## src/rtl/acc_pkg.sv

```systemverilog
package acc_pkg;

  localparam int ADDR_W = 7;
  localparam int SAMPLE_W = 12;
  localparam int AXES = 3;
  localparam int BYTE_W = 8;
  localparam int BUF_DEPTH = 2;
  localparam int MODE_W = 2;
  localparam int FN_N = 5;

  // register offsets
  localparam logic [6:0] OFS_FLAGS = 7'h00;
  localparam logic [6:0] OFS_X_HI = 7'h01;
  localparam logic [6:0] OFS_X_LO = 7'h02;
  localparam logic [6:0] OFS_Y_HI = 7'h03;
  localparam logic [6:0] OFS_Y_LO = 7'h04;
  localparam logic [6:0] OFS_Z_HI = 7'h05;
  localparam logic [6:0] OFS_Z_LO = 7'h06;
  localparam logic [6:0] OFS_MODE = 7'h0b;
  localparam logic [6:0] OFS_IRQ = 7'h0c;
  localparam logic [6:0] AXIS_STRIDE = 7'h02;
  localparam logic [6:0] ADDR_STEP = 7'h01;
  localparam logic [6:0] ADDR_RST = 7'h00;

  // sample byte split: high byte is bits 11..4, low nibble bits 3..0
  localparam int HI_LSB = 4;
  localparam int LO_W = 4;
  localparam logic [3:0] LO_PAD = 4'h0;

  // reset values
  localparam logic [7:0] BYTE_ZERO = 8'h00;
  localparam logic [11:0] SAMPLE_RST = 12'h000;
  localparam logic [2:0] AXES_NONE = 3'h0;
  localparam logic [4:0] FN_NONE = 5'h00;

  // function interrupt indices
  localparam int FN_FFMT = 0;
  localparam int FN_PULSE = 1;
  localparam int FN_LNDPRT = 2;
  localparam int FN_TRANS = 3;
  localparam int FN_ASLP = 4;

  // reported operating modes
  localparam logic [1:0] MODE_STANDBY = 2'h0;
  localparam logic [1:0] MODE_WAKE = 2'h1;
  localparam logic [1:0] MODE_SLEEP = 2'h2;
  localparam logic [5:0] MODE_PAD = 6'h00;

endpackage

```

## src/rtl/acc_axis_chan.sv

```systemverilog
`timescale 1ns/10ps
`default_nettype none
module acc_axis_chan
  import acc_pkg::*;
#(
  parameter int W = SAMPLE_W
) (
  input wire logic clock,
  input wire logic rst_b,
  input wire logic new_smp,
  input wire logic [W-1:0] smp_in,
  input wire logic hi_rd,
  output logic [W-1:0] sample_q,
  output logic [LO_W-1:0] lo_shadow_q,
  output logic ready_q,
  output logic overwrite_q,
  output logic ow_evt
);
  logic ready_d;
  logic overwrite_d;

  assign ow_evt = new_smp & ready_q;
  // a new sample in the clearing cycle keeps its flag set
  assign ready_d = new_smp | (ready_q & ~hi_rd); // [RULE_05]
  assign overwrite_d = ow_evt | (overwrite_q & ~hi_rd); // [RULE_04]

  always_ff @(posedge clock) begin
    if (!rst_b) begin
      sample_q <= SAMPLE_RST;
      lo_shadow_q <= LO_PAD;
      ready_q <= 1'b0; // [RULE_01]
      overwrite_q <= 1'b0; // [RULE_01]
    end else begin
      if (new_smp) begin
        sample_q <= smp_in; // [RULE_08]
      end
      // freeze the low nibble of the sample whose high byte went out
      if (hi_rd) begin
        lo_shadow_q <= sample_q[LO_W-1:0]; // [RULE_13]
      end
      ready_q <= ready_d;
      overwrite_q <= overwrite_d;
    end
  end
endmodule
`default_nettype wire

```

## src/rtl/acc_sample_regs.sv

```systemverilog
`timescale 1ns/10ps
`default_nettype none
// How it works
// [RULE_01] all status flags clear after reset
// [RULE_02] combined overwrite set when any axis overwritten
// [RULE_03] combined overwrite clears after all active highs read
// [RULE_04] axis overwrite set on unread replace, cleared by high
// [RULE_05] axis ready set on sample, cleared by high read
// [RULE_06] combined ready set on any enabled axis sample
// [RULE_07] combined ready clears after all enabled highs read
// [RULE_08] samples are 12-bit two's complement, current
// [RULE_09] high byte bits 11..4, low upper nibble 3..0
// [RULE_10] burst from status walks all six sample bytes
// [RULE_11] fast read skips low bytes in bursts
// [RULE_12] low byte valid only right after its high
// [RULE_13] high then low come from one sample
// [RULE_14] mode register: two mode bits, rest zero
// [RULE_15] host follows mode changes by reading mode register
// [RULE_16] source bit set on rise, cleared by source read
// [RULE_17] ready source clears on sample reads, not status
// [RULE_18] status byte: overwrites high nibble, readies low
// [RULE_19] auto-increment only in bursts, dropped on stop
// [RULE_20] reading status never changes any flag
module acc_sample_regs
  import acc_pkg::*;
#(
  parameter int AW = ADDR_W,
  parameter int DEPTH = BUF_DEPTH
) (
  input wire logic clock,
  input wire logic rst_b,
  input wire logic smp_valid,
  input wire logic [AXES-1:0] smp_axis_en,
  input wire logic [SAMPLE_W-1:0] smp_x,
  input wire logic [SAMPLE_W-1:0] smp_y,
  input wire logic [SAMPLE_W-1:0] smp_z,
  input wire logic [AXES-1:0] axis_active,
  input wire logic fast_read,
  input wire logic [MODE_W-1:0] operating_mode,
  input wire logic [FN_N-1:0] func_irq,
  input wire logic [FN_N-2:0] func_src_rd,
  input wire logic drdy_irq_en,
  input wire logic rd_req_valid,
  output logic rd_req_ready,
  input wire logic rd_req_first,
  input wire logic [AW-1:0] rd_req_addr,
  input wire logic bus_stop,
  output logic rd_data_valid,
  input wire logic rd_data_ready,
  output logic [BYTE_W-1:0] rd_data,
  output logic sample_ready_irq_flag
);

  function automatic logic [6:0] hi_ofs(input int i);
    return OFS_X_HI + 7'(i) * AXIS_STRIDE;
  endfunction

  // Z low wraps to status so repeated bursts keep streaming sets
  function automatic logic [6:0] next_addr(input logic [6:0] a,
                                          input logic fast);
    if (a == OFS_Z_LO || (fast && a == OFS_Z_HI)) begin
      return OFS_FLAGS; // [RULE_10]
    end else if (fast && (a == OFS_X_HI || a == OFS_Y_HI)) begin
      return a + AXIS_STRIDE; // [RULE_11]
    end else begin
      return a + ADDR_STEP;
    end
  endfunction

  logic [6:0] addr_q;
  logic [6:0] addr_d;
  logic [AXES-1:0] last_hi_q;
  logic [AXES-1:0] last_hi_d;
  logic all_ow_q;
  logic all_ow_d;
  logic all_rdy_q;
  logic all_rdy_d;
  logic [FN_N-1:0] src_q;
  logic [FN_N-1:0] src_d;
  logic [FN_N-1:0] fn_prev_q;
  logic [FN_N-1:0] src_clr;
  logic drdy_src_q;
  logic drdy_src_d;
  logic drdy_lvl_q;
  logic drdy_lvl;

  logic take;
  logic [6:0] acc_addr;
  logic [SAMPLE_W-1:0] smp_arr [AXES];
  logic [SAMPLE_W-1:0] samp [AXES];
  logic [LO_W-1:0] lo_sh [AXES];
  logic [BYTE_W-1:0] axis_byte [AXES];
  logic [AXES-1:0] new_v;
  logic [AXES-1:0] rdy_v;
  logic [AXES-1:0] ow_v;
  logic [AXES-1:0] ow_evt;
  logic [AXES-1:0] hi_hit;
  logic [AXES-1:0] lo_hit;
  logic [AXES-1:0] hi_rd;
  logic [AXES-1:0] remaining;
  logic comb_clr;
  logic any_new;
  logic flags_hit;
  logic mode_hit;
  logic irq_hit;
  logic lo_ok;
  logic [BYTE_W-1:0] flags_byte;
  logic [BYTE_W-1:0] mode_byte;
  logic [BYTE_W-1:0] irq_byte;
  logic [BYTE_W-1:0] rd_byte;

  assign smp_arr[0] = smp_x;
  assign smp_arr[1] = smp_y;
  assign smp_arr[2] = smp_z;

  // a request only lands when the response buffer can hold its byte
  assign take = rd_req_valid & rd_req_ready;
  assign acc_addr = rd_req_first ? 7'(rd_req_addr) : addr_q; // [RULE_19]
  assign new_v = smp_axis_en & {AXES{smp_valid}};

  for (genvar i = 0; i < AXES; i++) begin : g_axis
    assign hi_hit[i] = (acc_addr == hi_ofs(i));
    assign lo_hit[i] = (acc_addr == hi_ofs(i) + ADDR_STEP);
    assign hi_rd[i] = take & hi_hit[i];
    assign axis_byte[i] =
      hi_hit[i] ? samp[i][SAMPLE_W-1:HI_LSB] : // [RULE_09]
      (lo_hit[i] && last_hi_q[i]) ? {lo_sh[i], LO_PAD} : // [RULE_12]
      BYTE_ZERO;

    acc_axis_chan #(
      .W(SAMPLE_W)
    ) u_chan (
      .clock(clock),
      .rst_b(rst_b),
      .new_smp(new_v[i]),
      .smp_in(smp_arr[i]),
      .hi_rd(hi_rd[i]),
      .sample_q(samp[i]),
      .lo_shadow_q(lo_sh[i]),
      .ready_q(rdy_v[i]),
      .overwrite_q(ow_v[i]),
      .ow_evt(ow_evt[i])
    );
  end

  // combined flags fall once no enabled axis still holds unread data
  assign remaining = rdy_v & ~hi_rd & axis_active;
  assign comb_clr = (|hi_rd) & (remaining == AXES_NONE); // [RULE_03]
  assign any_new = |(new_v & axis_active);
  assign all_rdy_d = any_new | (all_rdy_q & ~comb_clr); // [RULE_06] [RULE_07]
  assign all_ow_d = (|ow_evt) | (all_ow_q & ~comb_clr); // [RULE_02]

  assign flags_hit = (acc_addr == OFS_FLAGS);
  assign mode_hit = (acc_addr == OFS_MODE);
  assign irq_hit = (acc_addr == OFS_IRQ);
  assign lo_ok = |(lo_hit & last_hi_q);
  assign flags_byte = {all_ow_q, ow_v, all_rdy_q, rdy_v}; // [RULE_18]
  assign mode_byte = {MODE_PAD, operating_mode}; // [RULE_14]
  assign irq_byte = {src_q[FN_ASLP], 1'b0, src_q[FN_TRANS],
                     src_q[FN_LNDPRT], src_q[FN_PULSE], src_q[FN_FFMT],
                     1'b0, drdy_src_q};
  assign rd_byte = flags_hit ? flags_byte :
                   mode_hit ? mode_byte :
                   irq_hit ? irq_byte :
                   (axis_byte[0] | axis_byte[1] | axis_byte[2]);

  // sources latch on a rising level; reading a source register clears
  assign src_clr = {take & mode_hit, func_src_rd};
  assign src_d = (func_irq & ~fn_prev_q) | (src_q & ~src_clr); // [RULE_16]
  // status reads leave this bit alone; only the sample reads clear it
  assign drdy_lvl = (all_ow_q | all_rdy_q) & drdy_irq_en;
  assign drdy_src_d = (drdy_lvl & ~drdy_lvl_q) |
                      (drdy_src_q & ~comb_clr); // [RULE_17]
  assign sample_ready_irq_flag = drdy_src_q;

  // stop drops the stored address and any pending low-byte pairing
  assign addr_d = bus_stop ? ADDR_RST : // [RULE_19]
                  take ? next_addr(acc_addr, fast_read) : addr_q;
  assign last_hi_d = bus_stop ? AXES_NONE :
                     take ? hi_hit : last_hi_q; // [RULE_12]

  always_ff @(posedge clock) begin
    if (!rst_b) begin
      addr_q <= ADDR_RST;
      last_hi_q <= AXES_NONE;
      all_ow_q <= 1'b0; // [RULE_01]
      all_rdy_q <= 1'b0; // [RULE_01]
      src_q <= FN_NONE;
      fn_prev_q <= FN_NONE;
      drdy_src_q <= 1'b0;
      drdy_lvl_q <= 1'b0;
    end else begin
      addr_q <= addr_d;
      last_hi_q <= last_hi_d;
      all_ow_q <= all_ow_d;
      all_rdy_q <= all_rdy_d;
      src_q <= src_d;
      fn_prev_q <= func_irq;
      drdy_src_q <= drdy_src_d;
      drdy_lvl_q <= drdy_lvl;
    end
  end

  // two entries let the serialiser stall a byte without losing the next
  acc_skid_buf #(
    .WIDTH(BYTE_W),
    .DEPTH(DEPTH)
  ) u_rsp_buf (
    .clock(clock),
    .rst_b(rst_b),
    .in_valid(rd_req_valid),
    .in_ready(rd_req_ready),
    .in_data(rd_byte),
    .out_valid(rd_data_valid),
    .out_ready(rd_data_ready),
    .out_data(rd_data)
  );
endmodule
`default_nettype wire

```

## src/rtl/acc_skid_buf.sv

```systemverilog
`timescale 1ns/10ps
`default_nettype none
module acc_skid_buf #(
  parameter int WIDTH = 8,
  parameter int DEPTH = 2
) (
  input wire logic clock,
  input wire logic rst_b,
  input wire logic in_valid,
  output logic in_ready,
  input wire logic [WIDTH-1:0] in_data,
  output logic out_valid,
  input wire logic out_ready,
  output logic [WIDTH-1:0] out_data
);
  localparam int IW = (DEPTH > 1) ? $clog2(DEPTH) : 1;
  localparam logic [IW:0] FULL = (IW+1)'(DEPTH);
  localparam logic [IW:0] EMPTY = '0;
  localparam logic [IW-1:0] LAST = (IW)'(DEPTH - 1);

  logic [WIDTH-1:0] mem_q [DEPTH];
  logic [IW-1:0] wr_q;
  logic [IW-1:0] rd_q;
  logic [IW:0] cnt_q;
  logic push;
  logic pop;

  function automatic logic [IW-1:0] wrap_inc(input logic [IW-1:0] p);
    return (p == LAST) ? '0 : p + 1'b1;
  endfunction

  assign in_ready = (cnt_q != FULL);
  assign out_valid = (cnt_q != EMPTY);
  assign out_data = mem_q[rd_q];
  assign push = in_valid & in_ready;
  assign pop = out_valid & out_ready;

  always_ff @(posedge clock) begin
    if (!rst_b) begin
      wr_q <= '0;
      rd_q <= '0;
      cnt_q <= EMPTY;
      for (int i = 0; i < DEPTH; i++) begin
        mem_q[i] <= '0;
      end
    end else begin
      if (push) begin
        mem_q[wr_q] <= in_data;
        wr_q <= wrap_inc(wr_q);
      end
      if (pop) begin
        rd_q <= wrap_inc(rd_q);
      end
      if (push && !pop) begin
        cnt_q <= cnt_q + 1'b1;
      end else if (pop && !push) begin
        cnt_q <= cnt_q - 1'b1;
      end
    end
  end
endmodule
`default_nettype wire
```

## config.mk

```make
export PLATFORM = sky130hd
export DESIGN_NAME = acc_sample_regs
export DESIGN_NICKNAME = d
export VERILOG_FILES = /design/src/rtl/acc_pkg.sv /design/src/rtl/acc_axis_chan.sv /design/src/rtl/acc_sample_regs.sv /design/src/rtl/acc_skid_buf.sv
export SDC_FILE = /design/constraint.sdc
export NUM_CORES = 1
export LEC_CHECK = 0
export BUFFER_PORTS_ARGS = -buffer_cell sky130_fd_sc_hd__buf_2
export CAP_MARGIN = 40
export CORE_MARGIN = 2
export CORE_UTILIZATION = 53
export CTS_BUF_LIST = sky130_fd_sc_hd__clkbuf_8
export DETAILED_ROUTE_END_ITERATION = 10
export PLACE_DENSITY = 0.79
export SLEW_MARGIN = 20
export SYNTH_ARGS = -nofsm -noshare
export SYNTH_HDL_FRONTEND = slang
export SYNTH_SLANG_ARGS = --single-unit
```

## constraint.sdc

```tcl
create_clock -name clock -period 3.1 [get_ports clock]
set_input_delay 0.93 -clock clock [delete_from_list [all_inputs] [get_ports clock]]
set_output_delay 0.93 -clock clock [all_outputs]
set_load 0.02 [all_outputs]
```

======== Yosys cells after proc, flatten, opt, wreduce, memory -nomap -nowiden ========
Memory sizes are Yosys's and may differ from the RTL's. A register that Yosys moved wholly into a read port is not among the register bits.
Index checks and enable logic that the tools add are counted.
word-level totals
  register bits ........................... 82
  bits in writable memories ............... 16
  output and inout bits ................... 11
  memories ................................ 1
operators by class
  $add $sub $neg .......................... 6
  eq/ne operators ......................... 9
  muxes and demuxes ....................... 25
  bitwise logic cells ..................... 49
  reduce and logical (&&, ||, !) cells .... 20
memories
  name             words  width  read ports  clocked after Yosys merged registers in  wr ports  RTL line            text
  u_rsp_buf.mem_q  2      8      1           1                                        2         acc_skid_buf.sv:21  logic [WIDTH-1:0] mem_q [DEPTH];
operator list
  cell                                                                   count
  8-bit two-way mux                                                      10
  1-bit AND                                                              21
  7-bit by 3-bit equality test with 1-bit output, second input constant  3
  7-bit two-way mux                                                      3
  8-bit OR                                                               2
  7-bit by 2-bit equality test with 1-bit output, second input constant  2
  7-bit by 4-bit equality test with 1-bit output, second input constant  2
  3-bit AND                                                              4
  5-bit AND                                                              2
  1-bit two-way mux                                                      10
  5-bit NOT                                                              2
  1-bit OR                                                               10
  3-bit OR reduction                                                     3
  8-bit OR reduction                                                     1
  7-bit by 1-bit adder with 7-bit output, second input constant          1
  7-bit by 2-bit adder with 7-bit output, second input constant          1
  7-bit by 1-bit equality test with 1-bit output, second input constant  1
  1-bit logical AND                                                      7
  7-bit logical NOT                                                      1
  1-bit NOT                                                              6
  5-bit OR                                                               1
  2-bit two-way mux                                                      2
  2-bit nonzero test                                                     2
  3-bit logical NOT                                                      1
  other kinds (8)                                                        11

======== Depth between registers and ports, before layout ========
Gate-level depths: netlist of the first run.
  depth after elaboration ................. 11
  gate-level depth with buffers ........... 11
  depth with buffers taken out ............ 8

======== By module ========
Synthesis of the first run repeated with hierarchy kept, for this count alone.
unflattened totals
  cell total of the unflattened synthesis .. 495
  area, all modules ....................... 4979.8 sq um
modules (own cells, without submodules)
  module           times used  cells each  area an instance (sq um)
  acc_axis_chan    3           59          696.9
  acc_sample_regs  1           242         1945.6
  acc_skid_buf     1           76          943.4

======== Worst setup path before layout of the first run ========
No wires, ideal clock.
  path type ............................... input to register
  from .................................... input rd_req_first
  to ...................................... memory u_rsp_buf.mem_q[0][4], data pin
  library setup time ...................... 268 ps
  data arrival time ....................... 2862 ps
  data required time ...................... 2832 ps
  setup slack ............................. -30 ps
  stages on the path ...................... 10
  path buffers ............................ 2
  path through ............................ buf_4 -> mux2i_1 -> inv_1 -> ha_1 -> clkbuf_1 -> and4b_1 -> o221ai_1 -> o31ai_1 -> nor4_1 -> nor3_1
RTL lines
  item             RTL line               text
  start, declared  acc_sample_regs.sv:45  input wire logic rd_req_first,
  end, declared    acc_skid_buf.sv:21

==> tab_implementation.tex, run 1 <==
\begin{tabular}{lr}
\hline
Metric & Value \\
\hline
\multicolumn{2}{l}{\textbf{Worst setup path}} \\
Arrival @ worst endpoint & 2.87 ns \\
Worst R2R Start & addr\_q[0]\$\_SDFFE\_PP0N\_ \\
Critical path startpoint category & input pin \\
Kind of capture point of the worst setup path & flop \\
WS Path Type & in -> reg \\
Required arrival time at the worst endpoint & approximately 3.2 ns \\
Worst-path fanout max & 6 \\
CP startpoint & rd\_req\_first \\
\multicolumn{2}{l}{\textbf{STA}} \\
Total setup violations reported at the end of the flow & 0 \\
Slew at the pin with the worst max-slew slack & 0.6638 ns \\
Tcrit/Tclk final & about nine tenths \\
Minimum clock period after layout & between 2 and 3 ns \\
Final hold violation count & 0 \\
Worst Skew & roughly 0.013 ns \\
Unrepaired setup endpoints after global routing & no \\
Setup TNS & 0 ns \\
Slew margin rel. & between 50\% and 60\% \\
Pins over their slew limit & 0 \\
Top achievable clock speed & about 360 MHz \\
\multicolumn{2}{l}{\textbf{Routing}} \\
Iteration count of the initial detailed-routing pass & 5 \\
Vias per inst & 5.904 \\
Antenna-violating nets left & 0 \\
Total number of vias & between 4000 and 5000 \\
Residual DRC count & 0 \\
Routed length per instance & about 17 microns \\
Total wire length & 12780 microns \\
Initial DRC Count & 506 \\
\multicolumn{2}{l}{\textbf{Floorplan}} \\
Effective utilization at floorplan & a little over half \\
Cell Rows & 35 \\
Placeable core area & around 9100 sq um \\
Die boundary height & about 100 microns \\
Area enclosed by the die boundary & 10070 sq um \\
Horizontal die dimension & around 100 microns \\
IO Count & 80 \\
\multicolumn{2}{l}{\textbf{Outcome}} \\
Outcome & complete, no violations \\
\multicolumn{2}{l}{\textbf{Synthesis}} \\
Number of instances in the synthesized netlist & roughly 550 \\
Dominant cell type by area after synthesis & sky130\_fd\_sc\_hd\_\_dfxtp\_1 \\
Share of Yosys cell area claimed by the top area cell type & about a third \\
Synthesis-stage register bit count & 99 \\
Post-synthesis sequential area ratio & 43.52\% \\
Cell types with the largest area share after synthesis & sky130\_fd\_sc\_hd\_\_dfxtp\_1 (34\%), sky130\_fd\_sc\_hd\_\_edfxtp\_1 (9.8\%), sky130\_fd\_sc\_hd\_\_nand2\_1 (8.3\%), sky130\_fd\_sc\_hd\_\_a21boi\_0 (7.0\%), sky130\_fd\_sc\_hd\_\_mux2i\_1 (3.1\%) \\
Share of synthesized registers carrying an async set or reset & 0\% \\
Cell area after synthesis & 4922 sq um \\
Post-Synthesis Net Count & around 630 \\
Number of warnings issued by yosys & 0 \\
Post-synth EDFFs & 16 \\
Count of unique library cells instantiated by Yosys & 67 \\
Mean instance size in the synthesized netlist & between 8 and 9 sq um \\
Most frequently used flop master after synthesis & sky130\_fd\_sc\_hd\_\_dfxtp\_1 \\
\multicolumn{2}{l}{\textbf{Clock tree}} \\
Quantity of hold-fixing buffers added after cts & 0 \\
Number of H-tree levels & 3 \\
CTS sink cnt & 99 \\
CTS tree & built \\
Setup bufs post-CTS & 0 \\
Number of buffers created by CTS & 9 \\
Maximum buffer depth of the clock tree & 2 \\
Clock latency reported for the late side of the worst-skew pair & 0.37 ns \\
Clock transition at the registers of the reported paths & about 0.1 ns \\
PostCTS Resize Cnt & 0 \\
Clock Tree Root & sky130\_fd\_sc\_hd\_\_clkbuf\_8 \\
\multicolumn{2}{l}{\textbf{Job}} \\
Count of maximum capacitance violations & 0 \\
\multicolumn{2}{l}{\textbf{Layout}} \\
Area delta synth->final & 15.76\% \\
Area taken by multi-input logic gates & between 2000 and 3000 sq um \\
Filler cell count & 767 \\
Layout net count & roughly 700 \\
Share of layout cells above drive strength 1 & between 20 and 25\% \\
Sequential cell area & 2142 sq um \\
Antenna diodes & 0 \\
Layout Utilization & 62.55\% \\
Number of cells in the finished layout apart from fillers & 750 \\
\multicolumn{2}{l}{\textbf{Power and ir drop}} \\
Power, Total & just under 0.003 W \\
Static Leakage & around 2.3 nW \\
Worst ir drop on vdd & 0.2407 mV \\
Power per cell area & just over 500 nW/um\^{}2 \\
\multicolumn{2}{l}{\textbf{Hold path}} \\
Worst hold path startpoint & last\_hi\_q[2]\$\_SDFFE\_PP0N\_ \\
Hold WC Path Type & reg -> reg \\
\multicolumn{2}{l}{\textbf{Place}} \\
HPWL reported at the end of detailed placement & $\sim$9500 microns \\
Number of instances in the placed design & 734 \\
Number of I/O port buffers & between 70 and 80 \\
RePlAce Congestion & approximately 1.1 \\
\multicolumn{2}{l}{\textbf{Global route}} \\
Largest net degree at the start of global routing & 32 \\
Initial antenna violation count & 0 \\
Global Route Usage Sum & about a quarter \\
Global route total overflow & 0 \\
First-pass GRT wire length & just over 20000 microns \\
Vias in the first global route & approximately 4200 \\
\hline
\end{tabular}
==> Yosys cell counts, types with 7 or more instances <==
library cell and instances:
sky130_fd_sc_hd__a21boi_0 46, sky130_fd_sc_hd__a21oi_1 20, sky130_fd_sc_hd__a22oi_1 7, sky130_fd_sc_hd__and2_1 16, sky130_fd_sc_hd__and3_1 11, sky130_fd_sc_hd__clkbuf_1 24, sky130_fd_sc_hd__dfxtp_1 83, sky130_fd_sc_hd__edfxtp_1 16
sky130_fd_sc_hd__inv_1 22, sky130_fd_sc_hd__mux2_2 9, sky130_fd_sc_hd__mux2i_1 15, sky130_fd_sc_hd__nand2_1 109, sky130_fd_sc_hd__nor2_1 16, sky130_fd_sc_hd__nor2b_1 13, sky130_fd_sc_hd__nor3_1 16, sky130_fd_sc_hd__o21ai_0 14
sky130_fd_sc_hd__o22ai_1 10
==> stage by stage <==
stage	cell area, sq um	setup slack (ns)	hold WS [ns]
5_1_grt	5698	0.2420	0.4841
3_3_place_gp	5505	0.1173	0.4452
2_1_floorplan	4932	0.04233	0.4320
3_5_place_dp	5505	0.02925	0.4483
4_1_cts	5698	0.4127	0.4618
6_report	5698	0.3370	0.4634
==> placed cells by master, fill, tap and decap left out, drive strengths merged, types with 6 or more instances in the layout <==
master     n
nand3      6
inv       26
nor2b     13
nor2      17
a32oi      6
o21ai     15
a2bb2oi    6
dfxtp     83
o22ai     12
ha         6
o221ai     6
mux2      11
nor3      17
nand2    109
edfxtp    16
mux2i     15
a21oi     20
a22oi      7
and3      11
and2      17
a21boi    46
buf       99
clkbuf     9
==> registers in the layout (all words and copies together) (netlist names), named ones only <==
name                       cells
u_rsp_buf.rd_q                 1
last_hi_q                      3
u_rsp_buf.mem_q               16
u_rsp_buf.wr_q                 1
g_axis.u_chan.sample_q        36
all_rdy_q                      1
u_rsp_buf.cnt_q                2
g_axis.u_chan.lo_shadow_q     12
all_ow_q                       1
drdy_lvl_q                     1
addr_q                         7
g_axis.u_chan.ready_q          3
sample_ready_irq_flag          1
src_q                          5
g_axis.u_chan.overwrite_q      3
fn_prev_q                      5
==> report_power, final <==
group | leakage [nW] | internal (W) | switching [W]
Sequential | 0.849 | 0.00140 | 0.0000703
Clock | 0.101 | 0.000374 | 0.000456
Combinational | 1.39 | 0.000274 | 0.000377
==> routing by layer <==
layer / vias up / global-route usage, % / wire length, microns
met5: - / 0 / 0
met2: 215 / 41.92 / 5826
met1: 2041 / 33.27 / 5481
met3: 50 / 4.109 / 937
li1: 2122 / - / -
met4: 0 / 13.28 / 529
==> worst paths after layout <==
check	endpoint	slack, ns	cells past startpoint
worst min register to register	last_hi_q[2]$_SDFFE_PP0N_	0.46	2
worst max register to register	u_rsp_buf.mem_q[0][3]$_SDFFCE_PN0P_	0.76	9
worst min-delay path	last_hi_q[2]$_SDFFE_PP0N_	0.46	2
worst max-delay path	u_rsp_buf.mem_q[0][3]$_SDFFCE_PN0P_	0.34	10
==> worst max-delay path: stages <==
cell	delay, ns
sky130_fd_sc_hd__buf_2	0.13
sky130_fd_sc_hd__mux2i_2	0.25
sky130_fd_sc_hd__inv_1	0.11
sky130_fd_sc_hd__ha_1	0.26
sky130_fd_sc_hd__nor4bb_2	0.19
sky130_fd_sc_hd__buf_4	0.16
sky130_fd_sc_hd__o21ai_0	0.16
sky130_fd_sc_hd__a21oi_1	0.09
sky130_fd_sc_hd__nor4_1	0.46
sky130_fd_sc_hd__nor3_1	0.12
==> logic make-up (layout without fill, tap and decap cells) <==
group / after synthesis / after routing / synth area share [%]
buffers and inverters: 52 / 138 / 4.270
adders and majority gates: 6 / 6 / 1.525
DFF: 99 / 99 / 43.52
and+or+nand+nor: 219 / 219 / 22.73
AOI/OAI and AO/OA: 142 / 142 / 20.79
xor gates and xnor gates: 9 / 9 / 1.601
muxes: 26 / 26 / 5.567
==> final cells by class <==
| class | instances | area share, % |
|---|---|---|
| Inverter | 23 | 1.515 |
| Timing Repair Buffer | 99 | 9.794 |
| Clock inverter | 7 | 1.208 |
| Tap cell | 111 | 2.437 |
| Sequential cell | 99 | 37.59 |
| Clock buffer | 9 | 2.174 |
| Multi-Input combinational cell | 402 | 45.28 |
Power figures use the tool's default switching activity.
==> inputs of run 2 (changes only) <==
Settings changed: CORE_MARGIN 2 to 8.
==> run 2 against run 1 <==
Compared with the run above: critical endpoint is now u_rsp_buf.mem_q[1][5]$_SDFFCE_PN0P_; fmax increased by 0.30%; largest power group unchanged; final cell count increased by 0.13%; non-clock buffer count increased by 1; register-to-register slack improved by 0.03 ns; clock power decreased by 3.9%; critical path depth decreased by 1.
==> tab_implementation.tex, run 2 (same netlist as run 1, synthesis figures left out) <==
\begin{tabular}{lr}
\hline
Metric & Value \\
\hline
\multicolumn{2}{l}{\textbf{Routing}} \\
Iteration count of the initial detailed-routing pass & 5 (unchanged) \\
Total wire length & 13350 microns (+4.5\%) \\
Total number of vias & 4292 (-3.1\%) \\
Antenna-violating nets left & 0 (unchanged) \\
Vias per inst & 5.715 (-3.2\%) \\
Residual DRC count & 0 (unchanged) \\
Routed length per instance & 17.78 microns (+4.4\%) \\
Initial DRC Count & 231 (-54\%) \\
\multicolumn{2}{l}{\textbf{Power and ir drop}} \\
Worst ir drop on vdd & 0.2053 mV (-15\%) \\
Net Sw Frac & 31.21\% (+0.57 points) \\
Net switching power of the design & 0.0009069 W (+0.39\%) \\
Combinational Power Share & 22.0\% (about the same) \\
Internal power summed over all cells & 0.001999 W (-2.2\%) \\
Clock group share of total power & 27.5\% (-0.6 points) \\
Part of the total power dissipated in sequential elements & 50.5\% (+0.7 points) \\
Power per cell area & 510.1 nW/um\^{}2 (-1.4\%) \\
Static Leakage & 2.330 nW (-0.22\%) \\
\multicolumn{2}{l}{\textbf{Place}} \\
HPWL reported at the end of detailed placement & 10300 microns (+8.3\%) \\
RePlAce Congestion & 0.9329 (-11\%) \\
Number of I/O port buffers & 79 (unchanged) \\
Dpl ws & 0.02818 ns (-0.001068 ns) \\
\multicolumn{2}{l}{\textbf{Clock tree}} \\
Clock transition at the registers of the reported paths & 0.10 ns (about the same) \\
CTS sink cnt & 99 (unchanged) \\
Maximum buffer depth of the clock tree & 2 (unchanged) \\
Number of buffers created by CTS & 9 (unchanged) \\
CTS tree & built \\
Clock latency reported for the late side of the worst-skew pair & 0.37 ns (about the same) \\
Setup bufs post-CTS & 0 (unchanged) \\
PostCTS Resize Cnt & 0 (unchanged) \\
Number of H-tree levels & 3 (unchanged) \\
Clock Tree Root & sky130\_fd\_sc\_hd\_\_clkbuf\_8 \\
Quantity of hold-fixing buffers added after cts & 0 (unchanged) \\
\multicolumn{2}{l}{\textbf{Floorplan}} \\
Die boundary height & 112.4 microns (+12\%) \\
Cell Rows & 35 (unchanged) \\
Effective utilization at floorplan & 54.04\% (unchanged) \\
Horizontal die dimension & 112.4 microns (+12\%) \\
Area enclosed by the die boundary & 12630 sq um (+25\%) \\
Placeable core area & 9109 sq um (unchanged) \\
IO Count & 80 (unchanged) \\
\multicolumn{2}{l}{\textbf{Global route}} \\
Vias in the first global route & 4202 (+0.89\%) \\
Global route total overflow & 0 (unchanged) \\
Largest net degree at the start of global routing & 26 (-19\%) \\
Global Route Usage Sum & 21.12\% (-4.7 points) \\
Initial antenna violation count & 0 (unchanged) \\
First-pass GRT wire length & 21400 microns (+5.8\%) \\
\multicolumn{2}{l}{\textbf{Layout}} \\
Layout net count & 710 (+0.14\%) \\
Filler cell count & 837 (+9.1\%) \\
Flip-flop count of the largest register, all copies and words added & 36 (unchanged) \\
Most common library cell in the layout ignoring fill and taps & sky130\_fd\_sc\_hd\_\_nand2\_1 \\
Share of layout cells above drive strength 1 & 22.03\% (+0.28 points) \\
Leading cell types in the layout, fill and taps excluded & sky130\_fd\_sc\_hd\_\_nand2\_1 (109), sky130\_fd\_sc\_hd\_\_dfxtp\_1 (83), sky130\_fd\_sc\_hd\_\_buf\_2 (79) \\
Largest registers ranked by flip-flop count & g\_axis.u\_chan.sample\_q (36), u\_rsp\_buf.mem\_q (16), g\_axis.u\_chan.lo\_shadow\_q (12) \\
Area delta synth->final & 15.73\% (about the same) \\
Antenna diodes & 0 (unchanged) \\
Register with the most flip-flops & g\_axis.u\_chan.sample\_q \\
\multicolumn{2}{l}{\textbf{STA}} \\
Minimum clock period after layout & 2.755 ns (-0.008252 ns) \\
Setup TNS & 0 ns (unchanged) \\
Pins over their slew limit & 0 (unchanged) \\
Tcrit/Tclk final & 88.86\% (-0.27 points) \\
Unrepaired setup endpoints after global routing & no \\
Worst Skew & 0.01504 ns (+0.002310 ns) \\
Total setup violations reported at the end of the flow & 0 (unchanged) \\
Final hold violation count & 0 (unchanged) \\
Top achievable clock speed & 363.0 MHz (+0.30\%) \\
Final Worst Setup Slack & 0.3453 ns (+0.008252 ns) \\
Slew margin rel. & 59.09\% (+3.5 points) \\
Slew at the pin with the worst max-slew slack & 0.6137 ns (-0.05009 ns) \\
\multicolumn{2}{l}{\textbf{Worst setup path}} \\
Kind of capture point of the worst setup path & flop \\
Worst-path fanout max & 16 (+10) \\
Arrival @ worst endpoint & 2.86 ns (about the same) \\
Critical path startpoint category & input pin \\
Required arrival time at the worst endpoint & 3.21 ns (about the same) \\
WS Path Type & in -> reg \\
\multicolumn{2}{l}{\textbf{Hold path}} \\
Hold WC Path Type & reg -> reg \\
\multicolumn{2}{l}{\textbf{Job}} \\
Count of maximum capacitance violations & 0 (unchanged) \\
\multicolumn{2}{l}{\textbf{Outcome}} \\
Outcome & complete, no violations \\
\hline
\end{tabular}
run 2: cell count changes in the layout (fill, tap and decap cells not counted):
cell | previous run | this run
sky130_fd_sc_hd__buf_4 | 19 | 21
sky130_fd_sc_hd__clkinv_2 | 2 | 0
sky130_fd_sc_hd__clkinv_4 | 0 | 2
sky130_fd_sc_hd__buf_12 | 1 | 0
sky130_fd_sc_hd__bufinv_16 | 1 | 0
sky130_fd_sc_hd__clkbuf_8 | 9 | 10
sky130_fd_sc_hd__clkinv_8 | 0 | 1
sky130_fd_sc_hd__inv_1 | 23 | 22
run 2: area by class of cell:
type | count | area (sq um) | area share, %
Multi-Input combinational cell | 402 | 2580 | 45.29
Sequential cell | 99 | 2142 | 37.60
Timing Repair Buffer | 100 | 553.0 | 9.708
Tap cell | 111 | 138.9 | 2.438
Clock buffer | 10 | 137.6 | 2.416
Inverter | 23 | 86.33 | 1.515
Clock inverter | 6 | 58.81 | 1.032
run 2: worst max-delay path, stage by stage:
cell and delay [ns]:
sky130_fd_sc_hd__buf_2 0.13, sky130_fd_sc_hd__mux2i_1 0.36, sky130_fd_sc_hd__ha_1 0.28, sky130_fd_sc_hd__buf_4 0.22, sky130_fd_sc_hd__and3b_1 0.24, sky130_fd_sc_hd__a32oi_1 0.15, sky130_fd_sc_hd__o32ai_1 0.11, sky130_fd_sc_hd__nor3_1 0.33
sky130_fd_sc_hd__nor3_1 0.10
run 2: stage by stage:
stage | power (W) | std cells | hold slack (ns) | instance area [sq um] | util, %
2_1_floorplan | 0.001903 | 553 | 0.4320 | 4932 | -
3_3_place_gp | 0.002121 | 735 | 0.4528 | 5500 | 60.38
3_5_place_dp | 0.002134 | 735 | 0.4575 | 5500 | 60.38
4_1_cts | 0.002926 | 751 | 0.4715 | 5697 | 62.54
5_1_grt | 0.003042 | 751 | 0.4853 | 5697 | 62.54
6_report | 0.002906 | 751 | 0.4703 | 5697 | 62.54
run 2: power groups by stage:
stage	Combinational (W)	Sequential [W]	Clock, W
3_5_place_dp	0.000636	0.00150	0
5_1_grt	0.000700	0.00148	0.000864
2_1_floorplan	0.000438	0.00146	0
6_report	0.000640	0.00147	0.000798
3_3_place_gp	0.000628	0.00149	0
4_1_cts	0.000640	0.00147	0.000817
run 2: path summary, 6_finish.rpt:
| path | start | end | slack [ns] | cells after the start |
|---|---|---|---|---|
| worst min-delay path | last_hi_q[2]$_SDFFE_PP0N_ | last_hi_q[2]$_SDFFE_PP0N_ | 0.47 | 2 |
| worst max register to register | addr_q[1]$_SDFFE_PP0N_ | u_rsp_buf.mem_q[1][5]$_SDFFCE_PN0P_ | 0.79 | 8 |
| worst min register to register | last_hi_q[2]$_SDFFE_PP0N_ | last_hi_q[2]$_SDFFE_PP0N_ | 0.47 | 2 |
| worst max-delay path | rd_req_first | u_rsp_buf.mem_q[1][5]$_SDFFCE_PN0P_ | 0.35 | 9 |
run 2: per-layer routing:
| layer | vias up | track usage, % | part of all wire, % |
|---|---|---|---|
| met4 | 0 | 7.284 | 2.0 |
| met2 | 130 | 34.97 | 46 |
| met5 | - | 0 | 0 |
| li1 | 2125 | - | - |
| met1 | 2015 | 26.81 | 46 |
| met3 | 22 | 4.187 | 5.8 |
==> inputs of run 3 (changes only) <==
Settings changed: CORE_ASPECT_RATIO set to 0.7, SETUP_SLACK_MARGIN set to 0.15.
==> run 3 against run 2 <==
Compared with the run above: sequential share of layout area fell by 0.85 points; clock skew fell by 0.0038 ns; sequential power barely moved; fmax fell by 3.8%.
==> tab_implementation.tex, run 3 (same netlist as run 1, synthesis figures left out) <==
\begin{tabular}{lr}
\hline
Metric & Value \\
\hline
\multicolumn{2}{l}{\textbf{Routing}} \\
Total wire length & 14040 microns (+5.1\%) \\
Routed length per instance & 18.16 microns (+2.2\%) \\
Initial DRC Count & 294 (+27\%) \\
Vias per inst & 5.753 (+0.66\%) \\
Antenna-violating nets left & 0 (unchanged) \\
Total number of vias & 4447 (+3.6\%) \\
Residual DRC count & 0 (unchanged) \\
Top routing layer in use & met4 \\
Iteration count of the initial detailed-routing pass & 6 (+1) \\
Met2 routed wirelength & 6422 microns (+3.8\%) \\
Post-route met1 wirelength & 6278 microns (+2.4\%) \\
Met3 layer wire length in the routed design & 1248 microns (+62\%) \\
\multicolumn{2}{l}{\textbf{Power and ir drop}} \\
Static Leakage & 2.390 nW (+2.6\%) \\
Worst ir drop on vdd & 0.2783 mV (+36\%) \\
Power per cell area & 516.8 nW/um\^{}2 (+1.3\%) \\
Internal power summed over all cells & 0.002072 W (+3.7\%) \\
Combinational Power Share & 22.2\% (+0.2 points) \\
Part of the total power dissipated in sequential elements & 48.7\% (-1.8 points) \\
Net switching power of the design & 0.0009396 W (+3.6\%) \\
Clock group share of total power & 29.1\% (+1.6 points) \\
Net Sw Frac & 31.20\% (about the same) \\
\multicolumn{2}{l}{\textbf{Floorplan}} \\
IO Count & 80 (unchanged) \\
Effective utilization at floorplan & 54.48\% (+0.44 points) \\
Horizontal die dimension & 131.2 microns (+17\%) \\
Die boundary height & 96.63 microns (-14\%) \\
Placeable core area & 9035 sq um (-0.81\%) \\
Cell Rows & 29 (-17\%) \\
Area enclosed by the die boundary & 12680 sq um (+0.39\%) \\
\multicolumn{2}{l}{\textbf{Worst setup path}} \\
Largest incremental delay on the critical path & 0.46 ns (+0.10 ns) \\
Slowest library cell on the worst path & sky130\_fd\_sc\_hd\_\_o32ai\_1 \\
Cell repeated most along the worst path & sky130\_fd\_sc\_hd\_\_a21oi\_1 \\
Worst-path fanout max & 3 (-13) \\
WS Path Type & in -> reg \\
Critical path startpoint category & input pin \\
CP Cell Sequence & buf\_2 > mux2i\_1 > inv\_1 > ha\_1 > a22o\_1 > o21ai\_0 > a21oi\_1 > o32ai\_1 > a21oi\_1 \\
Kind of capture point of the worst setup path & flop \\
Arrival @ worst endpoint & 2.96 ns (+0.10 ns) \\
Required arrival time at the worst endpoint & 3.20 ns (about the same) \\
\multicolumn{2}{l}{\textbf{STA}} \\
Pins over their slew limit & 0 (unchanged) \\
Final hold violation count & 0 (unchanged) \\
Slew margin rel. & 53.16\% (-5.9 points) \\
Top achievable clock speed & 349.4 MHz (-3.8\%) \\
Total setup violations reported at the end of the flow & 0 (unchanged) \\
Worst Skew & 0.01129 ns (-0.003754 ns) \\
Tcrit/Tclk final & 92.34\% (+3.5 points) \\
Setup TNS & 0 ns (unchanged) \\
Final Worst Setup Slack & 0.2376 ns (-0.1077 ns) \\
Slew at the pin with the worst max-slew slack & 0.7000 ns (+0.08625 ns) \\
Minimum clock period after layout & 2.862 ns (+0.1077 ns) \\
Unrepaired setup endpoints after global routing & no \\
\multicolumn{2}{l}{\textbf{Clock tree}} \\
Clock Tree Root & sky130\_fd\_sc\_hd\_\_clkbuf\_8 \\
CTS tree & built \\
Clock transition at the registers of the reported paths & 0.10 ns (about the same) \\
Number of buffers created by CTS & 9 (unchanged) \\
Clock latency reported for the late side of the worst-skew pair & 0.37 ns (about the same) \\
CTS sink cnt & 99 (unchanged) \\
Number of H-tree levels & 3 (unchanged) \\
Setup bufs post-CTS & 0 (unchanged) \\
Maximum buffer depth of the clock tree & 2 (unchanged) \\
\multicolumn{2}{l}{\textbf{Global route}} \\
Global Route Usage Sum & 21.53\% (+0.41 points) \\
Global route total overflow & 0 (unchanged) \\
Vias in the first global route & 4389 (+4.5\%) \\
Initial antenna violation count & 0 (unchanged) \\
First-pass GRT wire length & 22410 microns (+4.7\%) \\
Largest net degree at the start of global routing & 57 (+120\%) \\
\multicolumn{2}{l}{\textbf{Layout}} \\
Register with the most flip-flops & g\_axis.u\_chan.sample\_q \\
Share of layout cells above drive strength 1 & 23.73\% (+1.7 points) \\
Flip-flop count of the largest register, all copies and words added & 36 (unchanged) \\
Leading cell types in the layout, fill and taps excluded & sky130\_fd\_sc\_hd\_\_nand2\_1 (109), sky130\_fd\_sc\_hd\_\_dfxtp\_1 (83), sky130\_fd\_sc\_hd\_\_buf\_2 (79) \\
Antenna diodes & 0 (unchanged) \\
Most common library cell in the layout ignoring fill and taps & sky130\_fd\_sc\_hd\_\_nand2\_1 \\
Area delta synth->final & 18.40\% \\
Layout net count & 719 (+1.3\%) \\
Largest registers ranked by flip-flop count & g\_axis.u\_chan.sample\_q (36), u\_rsp\_buf.mem\_q (16), g\_axis.u\_chan.lo\_shadow\_q (12) \\
\multicolumn{2}{l}{\textbf{Place}} \\
RePlAce Congestion & 0.9557 (+2.4\%) \\
HPWL reported at the end of detailed placement & 10620 microns (+3.0\%) \\
Number of I/O port buffers & 79 (unchanged) \\
Dpl ws & -0.1442 ns (-0.1724 ns) \\
\multicolumn{2}{l}{\textbf{Job}} \\
Count of maximum capacitance violations & 0 (unchanged) \\
\multicolumn{2}{l}{\textbf{Hold path}} \\
Hold WC Path Type & reg -> reg \\
\multicolumn{2}{l}{\textbf{Outcome}} \\
Outcome & complete, no violations \\
\hline
\end{tabular}
run 3: final timing paths:
| path | from | end | slack, ns | cells after the start |
|---|---|---|---|---|
| setup / recovery | rd_req_first | u_rsp_buf.mem_q[1][7]$_SDFFCE_PN0P_ | 0.24 | 9 |
| hold / removal | last_hi_q[2]$_SDFFE_PP0N_ | last_hi_q[2]$_SDFFE_PP0N_ | 0.46 | 2 |
| setup reg to reg | addr_q[1]$_SDFFE_PP0N_ | u_rsp_buf.mem_q[1][7]$_SDFFCE_PN0P_ | 0.69 | 8 |
| hold reg to reg | last_hi_q[2]$_SDFFE_PP0N_ | last_hi_q[2]$_SDFFE_PP0N_ | 0.46 | 2 |
run 3: area by class of cell:
class                      instances  area [sq um]
timing repair buffer             109         620.6
clock buffer                       9         123.9
inverter                          23         86.33
sequential                        99          2142
tap                              124         155.1
fill                             783          3207
multi-input combinational        402          2615
clock inverter                     7         85.08
run 3: metal layers:
layer	global-route usage, %	up-vias
met5	0	-
met3	5.320	10
met4	4.448	0
met2	34.63	174
met1	28.60	2121
li1	-	2142
run 3: worst max-delay path, delay by kind of cell:
family / cells / cell delay (ns)
AOI/OAI and AO/OA: 5 / 1.12
muxes: 1 / 0.34
adders and majority gates: 1 / 0.29
buffers and inverters: 2 / 0.28
run 3: metrics by stage:
stage	instance area (sq um)	total power [W]	utilization, %	cells	hold WS (ns)
global route	5828	0.003147	64.51	773	0.4905
finish	5828	0.003012	64.51	773	0.4594
global placement	5602	0.002131	62.00	757	0.4436
CTS	5811	0.003013	64.31	773	0.4575
floorplan	4955	0.001906	-	553	0.4320
detailed placement	5602	0.002153	62.00	757	0.4428
run 3: power by group through the flow:
stage / combinational (W) / sequential (W) / clock [W]
after global routing: 0.000731 / 0.00148 / 0.000937
after detailed placement: 0.000659 / 0.00149 / 0
after CTS: 0.000662 / 0.00147 / 0.000885
after floorplan: 0.000441 / 0.00146 / 0
after global placement: 0.000640 / 0.00149 / 0
final: 0.000669 / 0.00147 / 0.000875
run 3: timing repair:
| item | in CTS | in global routing |
|---|---|---|
| hold endpoints to repair | 0 | 0 |
| resized for setup | 0 | 4 |
| setup endpoints to repair | 0 | 6 |
| hold buffers | 0 | 0 |
